## config.mk

```make
export PLATFORM = sky130hd
export DESIGN_NAME = hgv_verb_decoder
export DESIGN_NICKNAME = d
export VERILOG_FILES = /design/src/hgv_pkg.sv /design/src/hgv_verb_decoder.sv /design/src/hgv_beep_gen.sv
export SDC_FILE = /design/constraint.sdc
export NUM_CORES = 1
export LEC_CHECK = 0
export BUFFER_PORTS_ARGS = -buffer_cell sky130_fd_sc_hd__buf_4
export CORE_ASPECT_RATIO = 0.7
export CORE_MARGIN = 2
export CORE_UTILIZATION = 60
export CTS_BUF_LIST = sky130_fd_sc_hd__clkbuf_8
export CTS_CLUSTER_SIZE = 8
export DETAILED_ROUTE_END_ITERATION = 10
export GPL_TIMING_DRIVEN = 0
export PLACE_DENSITY = 0.79
export SLEW_MARGIN = 20
export SYNTH_ARGS = -nofsm -noshare
export SYNTH_HDL_FRONTEND = slang
export SYNTH_SLANG_ARGS = --single-unit
```

## constraint.sdc

```tcl
create_clock -name ref_clk_in -period 34.6 [get_ports ref_clk_in]
set_clock_uncertainty 0.15 [all_clocks]
set_input_delay 3.46 -clock ref_clk_in [delete_from_list [all_inputs] [get_ports ref_clk_in]]
set_output_delay 3.46 -clock ref_clk_in [all_outputs]
set_load 0.01 [all_outputs]
```

## src/hgv_pkg.sv

```systemverilog
// constants for the codec pin, gpio and beep verb decoder
package hgv_pkg;
  // ==========================================================================
  // clock and timing
  localparam int unsigned CLK_HZ = 10_000_000;
  localparam int unsigned SAMPLE_HZ = 48_000;
  localparam int unsigned SAMPLE_TICK_CYCLES = CLK_HZ / SAMPLE_HZ;
  localparam int unsigned BEEP_DIV_SCALE = 4;
  // ==========================================================================
  // command word fields
  localparam int unsigned CAD_MSB = 31;
  localparam int unsigned CAD_LSB = 28;
  localparam int unsigned NID_MSB = 27;
  localparam int unsigned NID_LSB = 20;
  localparam int unsigned VERB_MSB = 19;
  localparam int unsigned VERB_LSB = 8;
  // ==========================================================================
  // node identifiers
  localparam logic [7:0] NID_AFG = 8'h01;
  localparam logic [7:0] NID_DIG_OUT = 8'h06;
  localparam logic [7:0] NID_DIG_IN = 8'h0A;
  localparam logic [7:0] NID_PORT_FIRST = 8'h14;
  localparam logic [7:0] NID_PORT_LAST = 8'h1B;
  localparam logic [7:0] NID_PIN_1E = 8'h1E;
  localparam logic [7:0] NID_PIN_1F = 8'h1F;
  localparam int unsigned NUM_PINS = 10;
  localparam int unsigned NUM_PORTS = 8;
  localparam int unsigned NUM_GPIO = 2;
  // ==========================================================================
  // verb codes
  localparam logic [11:0] VERB_GET_UNSOL = 12'hF08;
  localparam logic [11:0] VERB_SET_UNSOL = 12'h708;
  localparam logic [11:0] VERB_GET_SENSE = 12'hF09;
  localparam logic [11:0] VERB_EXEC_SENSE = 12'h709;
  localparam logic [11:0] VERB_GET_CFG = 12'hF1C;
  localparam logic [11:0] VERB_SET_CFG0 = 12'h71C;
  localparam logic [11:0] VERB_SET_CFG1 = 12'h71D;
  localparam logic [11:0] VERB_SET_CFG2 = 12'h71E;
  localparam logic [11:0] VERB_SET_CFG3 = 12'h71F;
  localparam logic [11:0] VERB_GET_BEEP = 12'hF0A;
  localparam logic [11:0] VERB_SET_BEEP = 12'h70A;
  localparam logic [11:0] VERB_GET_GPIO_DATA = 12'hF15;
  localparam logic [11:0] VERB_SET_GPIO_DATA = 12'h715;
  localparam logic [11:0] VERB_GET_GPIO_EN = 12'hF16;
  localparam logic [11:0] VERB_SET_GPIO_EN = 12'h716;
  localparam logic [11:0] VERB_GET_GPIO_DIR = 12'hF17;
  localparam logic [11:0] VERB_SET_GPIO_DIR = 12'h717;
  localparam logic [11:0] VERB_GET_GPIO_UNSOL = 12'hF19;
  localparam logic [11:0] VERB_SET_GPIO_UNSOL = 12'h719;
  localparam logic [11:0] VERB_FUNC_RESET = 12'h7FF;
  localparam logic [11:0] VERB_GET_DIG_CTL1 = 12'hF0D;
  localparam logic [11:0] VERB_GET_DIG_CTL2 = 12'hF0E;
  // ==========================================================================
  // field positions and reset values
  localparam int unsigned UNSOL_EN_BIT = 7;
  localparam logic [7:0] UNSOL_KEEP_MASK = 8'h8F;
  localparam int unsigned SENSE_PRESENT_BIT = 31;
  localparam logic [7:0] UNSOL_CTL_RST = 8'h00;
  localparam logic [7:0] BEEP_DIV_RST = 8'h00;
  localparam logic [1:0] GPIO_RST = 2'h0;
  localparam logic [31:0] CFG_DEFAULT_RST = 32'h00000000;
  localparam logic [3:0] UNSOL_SRC_GPIO = 4'hF;
endpackage

```

## src/hgv_verb_decoder.sv

```systemverilog
// verb decoder for pin sense, config default, beep, gpio and function reset
// ============================================================================
`timescale 1ns/1ps
module hgv_verb_decoder
(
  input wire logic ref_clk_in, // 10 MHz clock
  input wire logic sys_rst_in, // power-on reset, async, active high
  input wire logic link_rst_n_in, // link reset pin, active low
  input wire logic [3:0] codec_link_address_in, // codec address strap pin
  input wire logic cmd_valid_in, // command word strobe
  input wire logic [31:0] cmd_data_in, // command word
  output logic resp_valid_out, // response strobe
  output logic [31:0] resp_data_out, // response word
  output logic unsol_valid_out, // unsolicited response strobe
  output logic [31:0] unsol_data_out, // unsolicited response word
  input wire logic [9:0] pin_presence_in, // presence detect pins
  output logic [9:0] sense_right_out, // per pin ring channel select
  input wire logic [15:0] digital_converter_control_bits_out_in, // node 06h bits
  input wire logic [15:0] digital_converter_control_bits_in_in, // node 0Ah bits
  input wire logic [1:0] gpio_in, // gpio pad input level
  output logic [1:0] gpio_out, // gpio pad output level
  output logic [1:0] gpio_oe_out, // gpio pad drive enable
  input wire logic external_beep_input_in, // external beep pin
  output logic beep_out // beep tone out
);
  // ==========================================================================
  // functions
  function automatic logic is_pin(input logic [7:0] node_identifier);
    is_pin = (node_identifier >= hgv_pkg::NID_PORT_FIRST && node_identifier <= hgv_pkg::NID_PORT_LAST)
             || node_identifier == hgv_pkg::NID_PIN_1E || node_identifier == hgv_pkg::NID_PIN_1F;
  endfunction

  function automatic logic [3:0] pin_index(input logic [7:0] node_identifier);
    logic [7:0] off;
    off = node_identifier - hgv_pkg::NID_PORT_FIRST;
    if (node_identifier == hgv_pkg::NID_PIN_1E)
      pin_index = 4'h8;
    else if (node_identifier == hgv_pkg::NID_PIN_1F)
      pin_index = 4'h9;
    else
      pin_index = off[3:0];
  endfunction

  // unsol slots: 0..7 ports, 8 node 0Ah, 9 node 01h
  function automatic logic has_unsol(input logic [7:0] node_identifier);
    has_unsol = (node_identifier >= hgv_pkg::NID_PORT_FIRST && node_identifier <= hgv_pkg::NID_PORT_LAST)
                || node_identifier == hgv_pkg::NID_DIG_IN || node_identifier == hgv_pkg::NID_AFG;
  endfunction

  function automatic logic [3:0] unsol_index(input logic [7:0] node_identifier);
    logic [7:0] off;
    off = node_identifier - hgv_pkg::NID_PORT_FIRST;
    if (node_identifier == hgv_pkg::NID_DIG_IN)
      unsol_index = 4'h8;
    else if (node_identifier == hgv_pkg::NID_AFG)
      unsol_index = 4'h9;
    else
      unsol_index = off[3:0];
  endfunction

  // ==========================================================================
  // input synchronisers
  logic [1:0] link_rst_sync;
  logic [3:0] cad_s1;
  logic [3:0] cad_s2;
  logic [9:0] pres_s1;
  logic [9:0] pres_s2;
  logic [1:0] gpio_s1;
  logic [1:0] gpio_s2;
  logic beep_s1;
  logic beep_s2;

  always_ff @(posedge ref_clk_in or posedge sys_rst_in)
  begin
    if (sys_rst_in)
    begin
      link_rst_sync <= 2'h0;
      {cad_s1, pres_s1, gpio_s1, beep_s1} <= 17'h00000;
      {cad_s2, pres_s2, gpio_s2, beep_s2} <= 17'h00000;
    end
    else
    begin
      link_rst_sync <= {link_rst_sync[0], link_rst_n_in};
      {cad_s1, pres_s1, gpio_s1, beep_s1} <= {codec_link_address_in, pin_presence_in, gpio_in,
        external_beep_input_in};
      {cad_s2, pres_s2, gpio_s2, beep_s2} <= {cad_s1, pres_s1, gpio_s1, beep_s1};
    end
  end

  // ==========================================================================
  // command decode
  logic link_in_reset;
  logic cmd_take;
  logic [7:0] node_identifier;
  logic [11:0] verb;
  logic [7:0] payload;
  logic afg;
  logic func_reset;
  logic soft_clr;

  assign link_in_reset = ~link_rst_sync[1];
  assign cmd_take = cmd_valid_in && !link_in_reset
                    && cmd_data_in[hgv_pkg::CAD_MSB:hgv_pkg::CAD_LSB] == cad_s2;
  assign node_identifier = cmd_data_in[hgv_pkg::NID_MSB:hgv_pkg::NID_LSB];
  assign verb = cmd_data_in[hgv_pkg::VERB_MSB:hgv_pkg::VERB_LSB];
  assign payload = cmd_data_in[7:0];
  assign afg = (node_identifier == hgv_pkg::NID_AFG);
  assign func_reset = cmd_take && afg && verb == hgv_pkg::VERB_FUNC_RESET;
  // link reset and function reset clear everything but the config words
  assign soft_clr = link_in_reset || func_reset;

  // ==========================================================================
  // state registers
  logic [7:0] unsol_ctl [10];
  logic [31:0] cfg_word [hgv_pkg::NUM_PINS];
  logic [7:0] beep_div;
  logic [1:0] gpio_data;
  logic [1:0] gpio_en;
  logic [1:0] gpio_dir;
  logic [1:0] gpio_unsol_mask;
  logic [1:0] gpio_level;
  logic [1:0] gpio_level_q;

  always_ff @(posedge ref_clk_in or posedge sys_rst_in)
  begin
    if (sys_rst_in)
      for (int i = 0; i < 10; i++)
        unsol_ctl[i] <= hgv_pkg::UNSOL_CTL_RST;
    else if (soft_clr)
      for (int i = 0; i < 10; i++)
        unsol_ctl[i] <= hgv_pkg::UNSOL_CTL_RST;
    else if (cmd_take && verb == hgv_pkg::VERB_SET_UNSOL && has_unsol(node_identifier))
      unsol_ctl[unsol_index(node_identifier)] <= payload & hgv_pkg::UNSOL_KEEP_MASK;
  end

  // only power-on reset touches the config words
  always_ff @(posedge ref_clk_in or posedge sys_rst_in)
  begin
    if (sys_rst_in)
      for (int i = 0; i < hgv_pkg::NUM_PINS; i++)
        cfg_word[i] <= hgv_pkg::CFG_DEFAULT_RST;
    else if (cmd_take && is_pin(node_identifier))
    begin
      unique case (verb)
        hgv_pkg::VERB_SET_CFG0: cfg_word[pin_index(node_identifier)][7:0] <= payload;
        hgv_pkg::VERB_SET_CFG1: cfg_word[pin_index(node_identifier)][15:8] <= payload;
        hgv_pkg::VERB_SET_CFG2: cfg_word[pin_index(node_identifier)][23:16] <= payload;
        hgv_pkg::VERB_SET_CFG3: cfg_word[pin_index(node_identifier)][31:24] <= payload;
        default: ;
      endcase
    end
  end

  always_ff @(posedge ref_clk_in or posedge sys_rst_in)
  begin
    if (sys_rst_in)
      sense_right_out <= 10'h000;
    else if (soft_clr)
      sense_right_out <= 10'h000;
    else if (cmd_take && verb == hgv_pkg::VERB_EXEC_SENSE && is_pin(node_identifier))
      sense_right_out[pin_index(node_identifier)] <= payload[0];
  end

  always_ff @(posedge ref_clk_in or posedge sys_rst_in)
  begin
    if (sys_rst_in)
      beep_div <= hgv_pkg::BEEP_DIV_RST;
    else if (soft_clr)
      beep_div <= hgv_pkg::BEEP_DIV_RST;
    else if (cmd_take && afg && verb == hgv_pkg::VERB_SET_BEEP)
      beep_div <= payload;
  end

  always_ff @(posedge ref_clk_in or posedge sys_rst_in)
  begin
    if (sys_rst_in)
      {gpio_data, gpio_en, gpio_dir, gpio_unsol_mask} <= {4{hgv_pkg::GPIO_RST}};
    else if (soft_clr)
      {gpio_data, gpio_en, gpio_dir, gpio_unsol_mask} <= {4{hgv_pkg::GPIO_RST}};
    else if (cmd_take && afg)
    begin
      // upper payload bits have no pins behind them and are dropped
      unique case (verb)
        hgv_pkg::VERB_SET_GPIO_DATA: gpio_data <= payload[1:0];
        hgv_pkg::VERB_SET_GPIO_EN: gpio_en <= payload[1:0];
        hgv_pkg::VERB_SET_GPIO_DIR: gpio_dir <= payload[1:0];
        hgv_pkg::VERB_SET_GPIO_UNSOL: gpio_unsol_mask <= payload[1:0];
        default: ;
      endcase
    end
  end

  // ==========================================================================
  // gpio pads
  // enabled outputs read back the stored level, enabled inputs the pad
  assign gpio_level = gpio_en & ((gpio_dir & gpio_data) | (~gpio_dir & gpio_s2));

  always_ff @(posedge ref_clk_in or posedge sys_rst_in)
  begin
    if (sys_rst_in)
      {gpio_out, gpio_oe_out} <= 4'h0;
    else
      {gpio_out, gpio_oe_out} <= {gpio_data, gpio_en & gpio_dir};
  end

  // ==========================================================================
  // unsolicited responses
  logic [1:0] gpio_change;
  logic gpio_pend;
  logic [7:0] port_pend;
  logic [7:0] port_enabled;
  logic [7:0] port_change;
  logic [9:0] pres_q;
  logic send_gpio;
  logic send_port;
  logic [2:0] port_sel;
  logic [7:0] port_sent;

  always_comb
  begin
    for (int i = 0; i < hgv_pkg::NUM_PORTS; i++)
      port_enabled[i] = unsol_ctl[i][hgv_pkg::UNSOL_EN_BIT];
  end

  assign gpio_change = (gpio_level ^ gpio_level_q) & gpio_unsol_mask;
  assign port_change = (pres_s2[7:0] ^ pres_q[7:0]) & port_enabled;
  assign send_gpio = gpio_pend;
  assign send_port = !gpio_pend && (port_pend != 8'h00);

  always_comb
  begin
    port_sel = 3'h0;
    for (int i = hgv_pkg::NUM_PORTS - 1; i >= 0; i--)
      if (port_pend[i])
        port_sel = 3'(i);
  end

  assign port_sent = send_port ? (8'h01 << port_sel) : 8'h00;

  always_ff @(posedge ref_clk_in or posedge sys_rst_in)
  begin
    if (sys_rst_in)
      {gpio_level_q, pres_q} <= 12'h000;
    else
      {gpio_level_q, pres_q} <= {gpio_level, pres_s2};
  end

  // a new event in the sending cycle stays pending
  always_ff @(posedge ref_clk_in or posedge sys_rst_in)
  begin
    if (sys_rst_in)
      {gpio_pend, port_pend} <= 9'h000;
    else if (soft_clr)
      {gpio_pend, port_pend} <= 9'h000;
    else
    begin
      gpio_pend <= (gpio_pend & ~send_gpio)
                   | ((gpio_change != 2'h0) && unsol_ctl[9][hgv_pkg::UNSOL_EN_BIT]);
      port_pend <= (port_pend & ~port_sent) | port_change;
    end
  end

  always_ff @(posedge ref_clk_in or posedge sys_rst_in)
  begin
    if (sys_rst_in)
      {unsol_valid_out, unsol_data_out} <= 33'h000000000;
    else
    begin
      unsol_valid_out <= send_gpio || send_port;
      if (send_gpio)
        unsol_data_out <= {unsol_ctl[9][3:0], 24'h000000, hgv_pkg::UNSOL_SRC_GPIO};
      else if (send_port)
        unsol_data_out <= {unsol_ctl[port_sel][3:0], 24'h000000, 1'b0, port_sel};
      else
        unsol_data_out <= 32'h00000000;
    end
  end

  // ==========================================================================
  // response
  logic [31:0] next_resp;

  // anything not listed, including every set verb, answers zero
  always_comb
  begin
    next_resp = 32'h00000000;
    unique case (verb)
      hgv_pkg::VERB_GET_UNSOL:
        if (has_unsol(node_identifier))
          next_resp = {24'h000000, unsol_ctl[unsol_index(node_identifier)]};
      hgv_pkg::VERB_GET_SENSE:
        if (is_pin(node_identifier))
          next_resp = {pres_s2[pin_index(node_identifier)], 31'h00000000};
      hgv_pkg::VERB_GET_CFG:
        if (is_pin(node_identifier))
          next_resp = cfg_word[pin_index(node_identifier)];
      hgv_pkg::VERB_GET_BEEP:
        if (afg)
          next_resp = {24'h000000, beep_div};
      hgv_pkg::VERB_GET_GPIO_DATA:
        if (afg)
          next_resp = {30'h00000000, gpio_level};
      hgv_pkg::VERB_GET_GPIO_EN:
        if (afg)
          next_resp = {30'h00000000, gpio_en};
      hgv_pkg::VERB_GET_GPIO_DIR:
        if (afg)
          next_resp = {30'h00000000, gpio_dir};
      hgv_pkg::VERB_GET_GPIO_UNSOL:
        if (afg)
          next_resp = {30'h00000000, gpio_unsol_mask};
      hgv_pkg::VERB_GET_DIG_CTL1, hgv_pkg::VERB_GET_DIG_CTL2:
        if (node_identifier == hgv_pkg::NID_DIG_OUT)
          next_resp = {16'h0000, digital_converter_control_bits_out_in};
        else if (node_identifier == hgv_pkg::NID_DIG_IN)
          next_resp = {16'h0000, digital_converter_control_bits_in_in};
      default: ;
    endcase
  end

  always_ff @(posedge ref_clk_in or posedge sys_rst_in)
  begin
    if (sys_rst_in)
      {resp_valid_out, resp_data_out} <= 33'h000000000;
    else
    begin
      resp_valid_out <= cmd_take;
      resp_data_out <= cmd_take ? next_resp : 32'h00000000;
    end
  end

  // ==========================================================================
  // beep
  hgv_beep_gen u_beep
  (
    .ref_clk_in(ref_clk_in),
    .sys_rst_in(sys_rst_in),
    .divider_in(beep_div),
    .ext_beep_in(beep_s2),
    .beep_out(beep_out)
  );
endmodule

```

## src/hgv_beep_gen.sv

```systemverilog
// beep tone divider with external beep pass-through
`timescale 1ns/1ps
module hgv_beep_gen
(
  input wire logic ref_clk_in, // 10 MHz clock
  input wire logic sys_rst_in, // async reset, active high
  input wire logic [7:0] divider_in, // tone divider, zero selects external
  input wire logic ext_beep_in, // synchronised external beep
  output logic beep_out // tone out, registered
);
  // ==========================================================================
  // 48 kHz tick
  logic [7:0] tick_cnt;
  logic tick;
  logic [8:0] half_cnt;
  logic tone;
  logic [8:0] half_len;

  assign tick = (tick_cnt == 8'(hgv_pkg::SAMPLE_TICK_CYCLES - 1));
  // period is four times the divider in sample ticks, so each half is two
  assign half_len = 9'(hgv_pkg::BEEP_DIV_SCALE / 2) * {1'b0, divider_in};

  always_ff @(posedge ref_clk_in or posedge sys_rst_in)
  begin
    if (sys_rst_in)
      tick_cnt <= 8'h00;
    else if (tick)
      tick_cnt <= 8'h00;
    else
      tick_cnt <= tick_cnt + 8'h01;
  end

  // ==========================================================================
  // tone toggle
  always_ff @(posedge ref_clk_in or posedge sys_rst_in)
  begin
    if (sys_rst_in)
    begin
      half_cnt <= 9'h000;
      tone <= 1'b0;
    end
    else if (divider_in == 8'h00)
    begin
      half_cnt <= 9'h000;
      tone <= 1'b0;
    end
    else if (tick)
    begin
      if (half_cnt >= half_len - 9'h001)
      begin
        half_cnt <= 9'h000;
        tone <= ~tone;
      end
      else
        half_cnt <= half_cnt + 9'h001;
    end
  end

  always_ff @(posedge ref_clk_in or posedge sys_rst_in)
  begin
    if (sys_rst_in)
      beep_out <= 1'b0;
    else
      beep_out <= (divider_in == 8'h00) ? ext_beep_in : tone;
  end
endmodule

```

==> results of run 1 <==
-- critical path: cells and delay by family --
family | cells | cell delay (ns)
AND/OR/NAND/NOR | 3 | 1.28
adder cells (fa/ha/maj) | 1 | 0.20
buffers and inverters | 5 | 1.61
AO/OA/AOI/OAI | 3 | 0.82
-- metal layers --
layer	wire [um]	vias to the layer above	global-route usage
met4	2160	6	0.1040
met5	46	-	0
met3	10020	180	0.1488
met2	31930	996	0.4991
met1	32780	9384	0.5356
li1	-	7671	-
-- report_power, final --
part | leakage, nW | internal (mW) | switching, mW
Clock | 0.856 | 0.243 | 0.243
Sequential | 7.08 | 0.608 | 0.00246
Combinational | 5.63 | 0.0251 | 0.0602
-- registers in the layout (all words and copies together), names as in the netlist, 8 cells and up --
register,count
resp_data_out,32
cfg_word,320
port_enabled,8
sense_right_out,10
beep_div,8
pres_q,8
pres_s1,10
u_beep.half_cnt,9
u_beep.tick_cnt,8
unsol_ctl,42
unsol_data_out,8
port_pend,8
pres_s2,10
-- how the worst max path moves through the flow --
| stage | to | slack [ns] | cells after the start | start |
|---|---|---|---|---|
| floorplan | beep_div[0] | 16.58 | 1 | sys_rst_in |
| global placement | cfg_word[28] | 11.90 | 2 | sys_rst_in |
| detailed placement | resp_data_out[4] | 27.22 | 12 | cmd_data_in[22] |
| CTS | resp_data_out[4] | 27.88 | 12 | cmd_data_in[22] |
| global route | resp_data_out[4] | 27.59 | 12 | cmd_data_in[22] |
| finish | resp_data_out[4] | 27.64 | 12 | cmd_data_in[22] |
-- cells in the final DEF (no fill, tap or decap), drive strengths merged, types with 40 or more instances in the layout --
cell type,n
inv,54
nand3,45
mux2,356
nor3,42
a21oi,71
buf,211
nor2,143
clkbuf,170
mux2i,114
mux4,58
o21ai,40
dfrtp,516
nand2,92
-- cells by family after synthesis --
group,after synthesis,synth area share
flops,516,0.5174
other cells,1,0.0001503
simple gates,425,0.09094
compound gates,277,0.08287
fa+ha+maj,18,0.009024
mux,528,0.2587
xor+xnor,28,0.009826
buf+inv,168,0.03113
-- area by class of cell --
class,count,share of cell area
sequential,516,0.4546
multi-input combinational,1300,0.4006
clock buffer,93,0.04506
timing repair buffer,145,0.04176
buffer,143,0.02414
tap,544,0.02396
clock inverter,38,0.006211
inverter,25,0.003568
antenna,1,0.00008810
-- per-stage QoR --
stage / util / std cells / total power, mW / cell area, um^2 / setup slack (ns)
6_report: 0.6921 / 2805 / 1.182 / 28400 / 27.64
5_1_grt: 0.6921 / 2804 / 1.218 / 28400 / 27.59
4_1_cts: 0.6919 / 2804 / 1.182 / 28390 / 27.88
3_5_place_dp: 0.6564 / 2673 / 0.7042 / 26940 / 27.22
3_3_place_gp: 0.6523 / 2667 / 0.7014 / 26770 / 11.90
2_1_floorplan: - / 1984 / 0.6672 / 25040 / 16.58
==> flow_summary.json, run 1 <==
{
  "slew_headroom": 0.1935,
  "ios": 166,
  "end_kind": "flip-flop",
  "cts.repair.resized": 0,
  "vias": 18240,
  "multi_input_area_um2": 11380,
  "critPathMaxStageDelay_ns": 0.81,
  "ys_ff_latch": 516,
  "holdCritStartpoint": "pres_s1[6]",
  "yosys_warnings": 0,
  "timing.rr.end": "cfg_word[259]",
  "yosysTopAreaCell": "dfrtp_1",
  "synth_top_area_share": 0.5174,
  "cp-start-kind": "primary input",
  "syn_to_final_growth_pct": 13.81,
  "synth_edf_count": 0,
  "cts_tree": "yes",
  "grt_usage": 0.3647,
  "crit_slowest_cell": "nor2_1",
  "worstSetupPathType": "in -> reg",
  "hold_slack_ns": 0.1804,
  "syn_area_um2": 24960,
  "rsz0062_at_grt": "no",
  "num_rows": 62,
  "dieArea_um2": 43270,
  "cts_root_buffer": "clkbuf_8",
  "regArea_um2": 12910,
  "cap_violations": 0,
  "grt_max_degree": 115,
  "nets": 2316,
  "clock-sinks": 516,
  "n_fill_cell": 2955,
  "postCtsSetupBuffers": 0,
  "pwr_density_cell_nw_per_um2": 41.61,
  "wl_per_cell_um": 27.43,
  "setup_viol": 0,
  "synth.area.top_cells": "dfrtp_1 (52%), mux2_2 (16%), mux4_2 (5.2%), mux2i_1 (4.6%), nor2_1 (2.0%)",
  "clk_latency_ns": 0.66,
  "r2r_slack_ns": 31.43,
  "fp.coreArea_um2": 41040,
  "die_h_um": 174.6,
  "synth-async-reset-ratio": 1.000,
  "tns_ns": 0,
  "postCtsHoldBufs": 0,
  "status": "complete, no violations",
  "cts_max_level": 3,
  "port_buffers": 139,
  "arrival_ns": 7.39,
  "reg2reg_depth": 7,
  "drt_iter0_markers": 2086,
  "hold_end": "pres_s2[6]",
  "post-route-period-util": 0.2013,
  "initial_utilization": 0.6082,
  "whs_path_depth": 0,
  "clk_pin_slew_ns": 0.06,
  "drc": 0,
  "worst_slew_pin_slew_ns": 1.210,
  "synthFlopType": "dfrtp_1",
  "cp_max_fo": 10,
  "max_freq_mhz": 143.6,
  "dpl.hpwl_um": 55920,
  "crit_required_ns": 35.03,
  "grt_pass1_vias": 18220,
  "grt_pass1_wl_um": 115400,
  "syn-mean-instance-area_um2": 12.73,
  "cts_max_path_buffers": 3,
  "fp.dieW_um": 247.8,
  "synthCells": 1961,
  "ir_drop_mv": 0.03247,
  "overflow": 0,
  "worstReg2RegStart": "cad_s2[2]",
  "crit_top_cell": "clkbuf_1",
  "finalMaxSlewViolations": 0,
  "firstDrtPassIters": 5,
  "fin_crit_ns": 6.964,
  "synth.distinct_cells": 89,
  "place_congestion": 0.9749,
  "final_hold_viol_count": 0,
  "final_layout_size_suffix_gt1_frac": 0.3531,
  "p_leak_nw": 13.57,
  "path_cells": "buf_4 > clkbuf_1 > inv_1 > ha_1 > clkbuf_1 > and3b_1 > nand2_1 > nor2_1 > clkbuf_1 > a22oi_1 > o21ai_0 > a211o_1",
  "synthTopCellsByCount": "dfrtp_1 (516), mux2_2 (356), nor2_1 (133), mux2i_1 (114), clkbuf_1 (77)",
  "cts_made_buffers": 82,
  "synth.most_common_cell": "dfrtp_1",
  "synth-seq-area-share": 0.5174,
  "antenna_found_initial": 6,
  "ant_nets": 0,
  "wl_um": 76940,
  "via_per_inst": 6.502,
  "min_path_type": "reg -> reg"
}
Note: power is estimated with default switching activity, not from simulation.
==> inputs of run 2 (changes only) <==
--- a/config.mk
+++ b/config.mk
@@ -5,10 +5,11 @@
 export SDC_FILE = /design/constraint.sdc
 export NUM_CORES = 1
 export LEC_CHECK = 0
+export ABC_AREA = 1
 export BUFFER_PORTS_ARGS = -buffer_cell sky130_fd_sc_hd__buf_4
 export CORE_ASPECT_RATIO = 0.7
 export CORE_MARGIN = 2
-export CORE_UTILIZATION = 60
+export CORE_UTILIZATION = 57
 export CTS_BUF_LIST = sky130_fd_sc_hd__clkbuf_8
 export CTS_CLUSTER_SIZE = 8
 export DETAILED_ROUTE_END_ITERATION = 10
==> constraint.sdc (replaced) <==
create_clock -name ref_clk_in -period 5.6 [get_ports ref_clk_in]
set_clock_uncertainty 0.15 [all_clocks]
set_input_delay 0.56 -clock ref_clk_in [delete_from_list [all_inputs] [get_ports ref_clk_in]]
set_output_delay 0.56 -clock ref_clk_in [all_outputs]
set_load 0.01 [all_outputs]
==> run 2 against run 1 <==
Compared with the run above:
- global-route usage up 6.5 points
- routed wire length up 33%
- power rose to 6.5 times the previous value
- combinational power increased to 8.7 times the previous value
- critical endpoint is now resp_data_out[7]
- largest power group unchanged
==> flow_summary.json, run 2 <==
{
  "min_path_type": "in -> reg",
  "r2r_slack_ns": 2.65,
  "pwr-share-clk": 0.414,
  "end_kind": "flip-flop",
  "critPathMaxStageDelay_ns": 0.89,
  "yosys_warnings": 0,
  "final_hold_viol_count": 0,
  "synthFlopType": "dfrtp_1",
  "antenna_found_initial": 2,
  "endpoint": "resp_data_out[7]",
  "arrival_ns": 4.10,
  "pwr-share-comb": 0.096,
  "syn_to_final_growth_pct": 15.18,
  "num_rows": 65,
  "path_cells": "buf_4 > inv_1 > ha_1 > clkinv_1 > a21oi_1 > clkbuf_1 > nand2_1 > nand2_1 > nor2_1 > nor2_1 > a21oi_1",
  "clock-sinks": 516,
  "ant_nets": 0,
  "ys_ff_latch": 516,
  "clk_pin_slew_ns": 0.06,
  "vias": 26680,
  "ir_drop_mv": 0.1822,
  "port_buffers": 139,
  "synth_edf_count": 0,
  "worst_slew_pin_slew_ns": 1.317,
  "intPower_mw": 5.558,
  "status": "complete, no violations",
  "reg.largest.list": "cfg_word x320, unsol_ctl x42, resp_data_out x32",
  "mostFrequentLayoutCell": "nand2_1",
  "drc": 0,
  "whs_path_depth": 5,
  "finalMaxSlewViolations": 0,
  "cp_top_family": "buffers and inverters",
  "place_congestion": 1.040,
  "cp-start-kind": "primary input",
  "max_freq_mhz": 267.6,
  "initial_utilization": 0.5804,
  "cap_violations": 0,
  "fp.dieW_um": 260.5,
  "synthTopCellsByCount": "nand2_1 (786), o21ai_0 (602), dfrtp_1 (516), nor2_1 (329), inv_1 (247)",
  "synth-async-reset-ratio": 1.000,
  "cts_max_path_buffers": 3,
  "clk_latency_ns": 0.71,
  "post_dp_cell_area_um2": 28500,
  "power.switching_mw": 2.142,
  "largest_reg_flops": 320,
  "rsz0062_at_grt": "no",
  "yosysTopAreaCell": "dfrtp_1",
  "synthCells": 3364,
  "die_h_um": 183.5,
  "drt_iter0_markers": 4270,
  "worstSetupPathType": "in -> reg",
  "final_layout_size_suffix_gt1_frac": 0.1122,
  "dieArea_um2": 47800,
  "synth.area.top_cells": "dfrtp_1 (49%), o21ai_0 (11%), nand2_1 (11%), nor2_1 (4.7%), inv_1 (3.5%)",
  "synth.most_common_cell": "nand2_1",
  "grt_usage": 0.4300,
  "postCtsSetupBuffers": 0,
  "wl_um": 102600,
  "synth.distinct_cells": 51,
  "crit_required_ns": 5.97,
  "p_seq_frac": 0.491,
  "setup_viol": 0,
  "cts_max_level": 3,
  "setup_slack_ns": 1.863,
  "layout_common_cells": "nand2_1 (786), o21ai_0 (602), dfrtp_1 (516)",
  "crit_buf_inv": 4,
  "cp_max_fo": 10,
  "reg2reg_depth": 10,
  "ios": 166,
  "wl_per_cell_um": 23.84,
  "holdCritStartpoint": "digital_converter_control_bits_out_in[15]",
  "nets": 3751,
  "grt_max_degree": 35,
  "cts_tree": "yes",
  "post-route-period-util": 0.6673,
  "via_per_inst": 6.201,
  "worstReg2RegStart": "cad_s2[0]",
  "cts_made_buffers": 83,
  "cts.repair.resized": 0,
  "grt_pass1_wl_um": 151300,
  "syn_area_um2": 26240,
  "fin_crit_ns": 3.737,
  "fin_area_um2": 30230,
  "firstDrtPassIters": 6,
  "timing.rr.end": "unsol_ctl[8]",
  "setup.worst_path.start": "cmd_data_in[22]",
  "syn-mean-instance-area_um2": 7.801,
  "overflow": 0,
  "pwr_density_cell_nw_per_um2": 254.7,
  "cts_root_buffer": "clkbuf_8",
  "fp.coreArea_um2": 45220,
  "synth_top_area_share": 0.4920,
  "regMostFlops": "cfg_word",
  "crit_slowest_cell": "a21oi_1",
  "grt_pass1_vias": 24020,
  "sw_frac_of_total": 0.2782,
  "slew_headroom": 0.1130,
  "synth-seq-area-share": 0.4920,
  "p_leak_nw": 14.52,
  "dpl.hpwl_um": 77050,
  "place_ws_ns": 1.574,
  "final_util": 0.6685,
  "cp.depth": 11
}
==> run 2: cell types whose count changed in the layout (fill, tap and decap cells not counted), sizes merged, moves of 69 or more <==
cell and delta:
a21oi +69, inv +233, mux2 -356, mux2i -99
nand2 +712, nand3 +109, nor2 +198, o21ai +610
==> run 2: layout make-up <==
class | count | area (um^2)
tap | 603 | 754.5
clock inverter | 35 | 158.9
buffer | 219 | 1023
clock buffer | 100 | 1376
timing repair buffer | 176 | 1602
fill | 3949 | 14990
multi-input combinational | 2386 | 11390
inverter | 266 | 1007
sequential | 516 | 12910
antenna | 1 | 2.502
==> run 2: cell families after synthesis <==
logic type / synth area share
simple gates: 0.2299
compound gates: 0.1807
flops: 0.4920
buf+inv: 0.07723
fa+ha+maj: 0.008582
xor+xnor: 0.005673
mux: 0.005721
other cells: 0.0001429
==> run 2: worst min-delay path by stage <==
stage,end,slack [ns]
after floorplan,beep_s2,0.18
after global placement,cad_s2[1],0.18
after detailed placement,cad_s2[1],0.18
after CTS,resp_data_out[15],0.06
after global routing,resp_data_out[15],0.10
final,resp_data_out[15],0.1
==> run 2: worst reg2reg max path, cell delays in order (launching register included) <==
cell	delay (ns)
dfrtp_1	0.38
nand2_1	0.08
nand3_1	0.08
nor3_1	0.20
nand2_1	0.23
o21ai_1	0.34
nand2_1	0.31
buf_2	0.30
clkbuf_1	0.38
nand3_1	0.23
o21ai_0	0.10
==> run 2: stage by stage <==
step | std cells | hold slack, ns | total power [mW] | setup TNS, ns
finish | 4302 | 0.09860 | 7.700 | 0
detailed placement | 4147 | 0.1847 | 4.524 | 0
CTS | 4301 | 0.06192 | 7.638 | 0
global route | 4301 | 0.1047 | 7.895 | 0
global placement | 4129 | 0.1811 | 4.495 | -2577.69
floorplan | 3387 | 0.1812 | 4.202 | -1093.03
==> run 2: layer usage <==
layer | GRT usage | part of all wire | up-vias
met5 | 0 | 0.00014 | -
met4 | 0.1520 | 0.039 | 2
met3 | 0.1988 | 0.18 | 283
met2 | 0.5411 | 0.37 | 2163
met1 | 0.6376 | 0.41 | 12590
li1 | - | - | 11640
==> run 2: power by group through the flow <==
stage          logic, mW  clock network [mW]  registers [mW]
2_1_floorplan      0.360                   0            3.84
3_3_place_gp       0.645                   0            3.85
3_5_place_dp       0.680                   0            3.84
4_1_cts            0.695                3.17            3.78
5_1_grt            0.771                3.35            3.78
6_report           0.738                3.19            3.78
==> run 2: timing repair <==
item                       4_1_cts  5_1_grt
setup endpoints to repair        0        0
hold endpoints to repair        37        0
hold buffers                    19        0
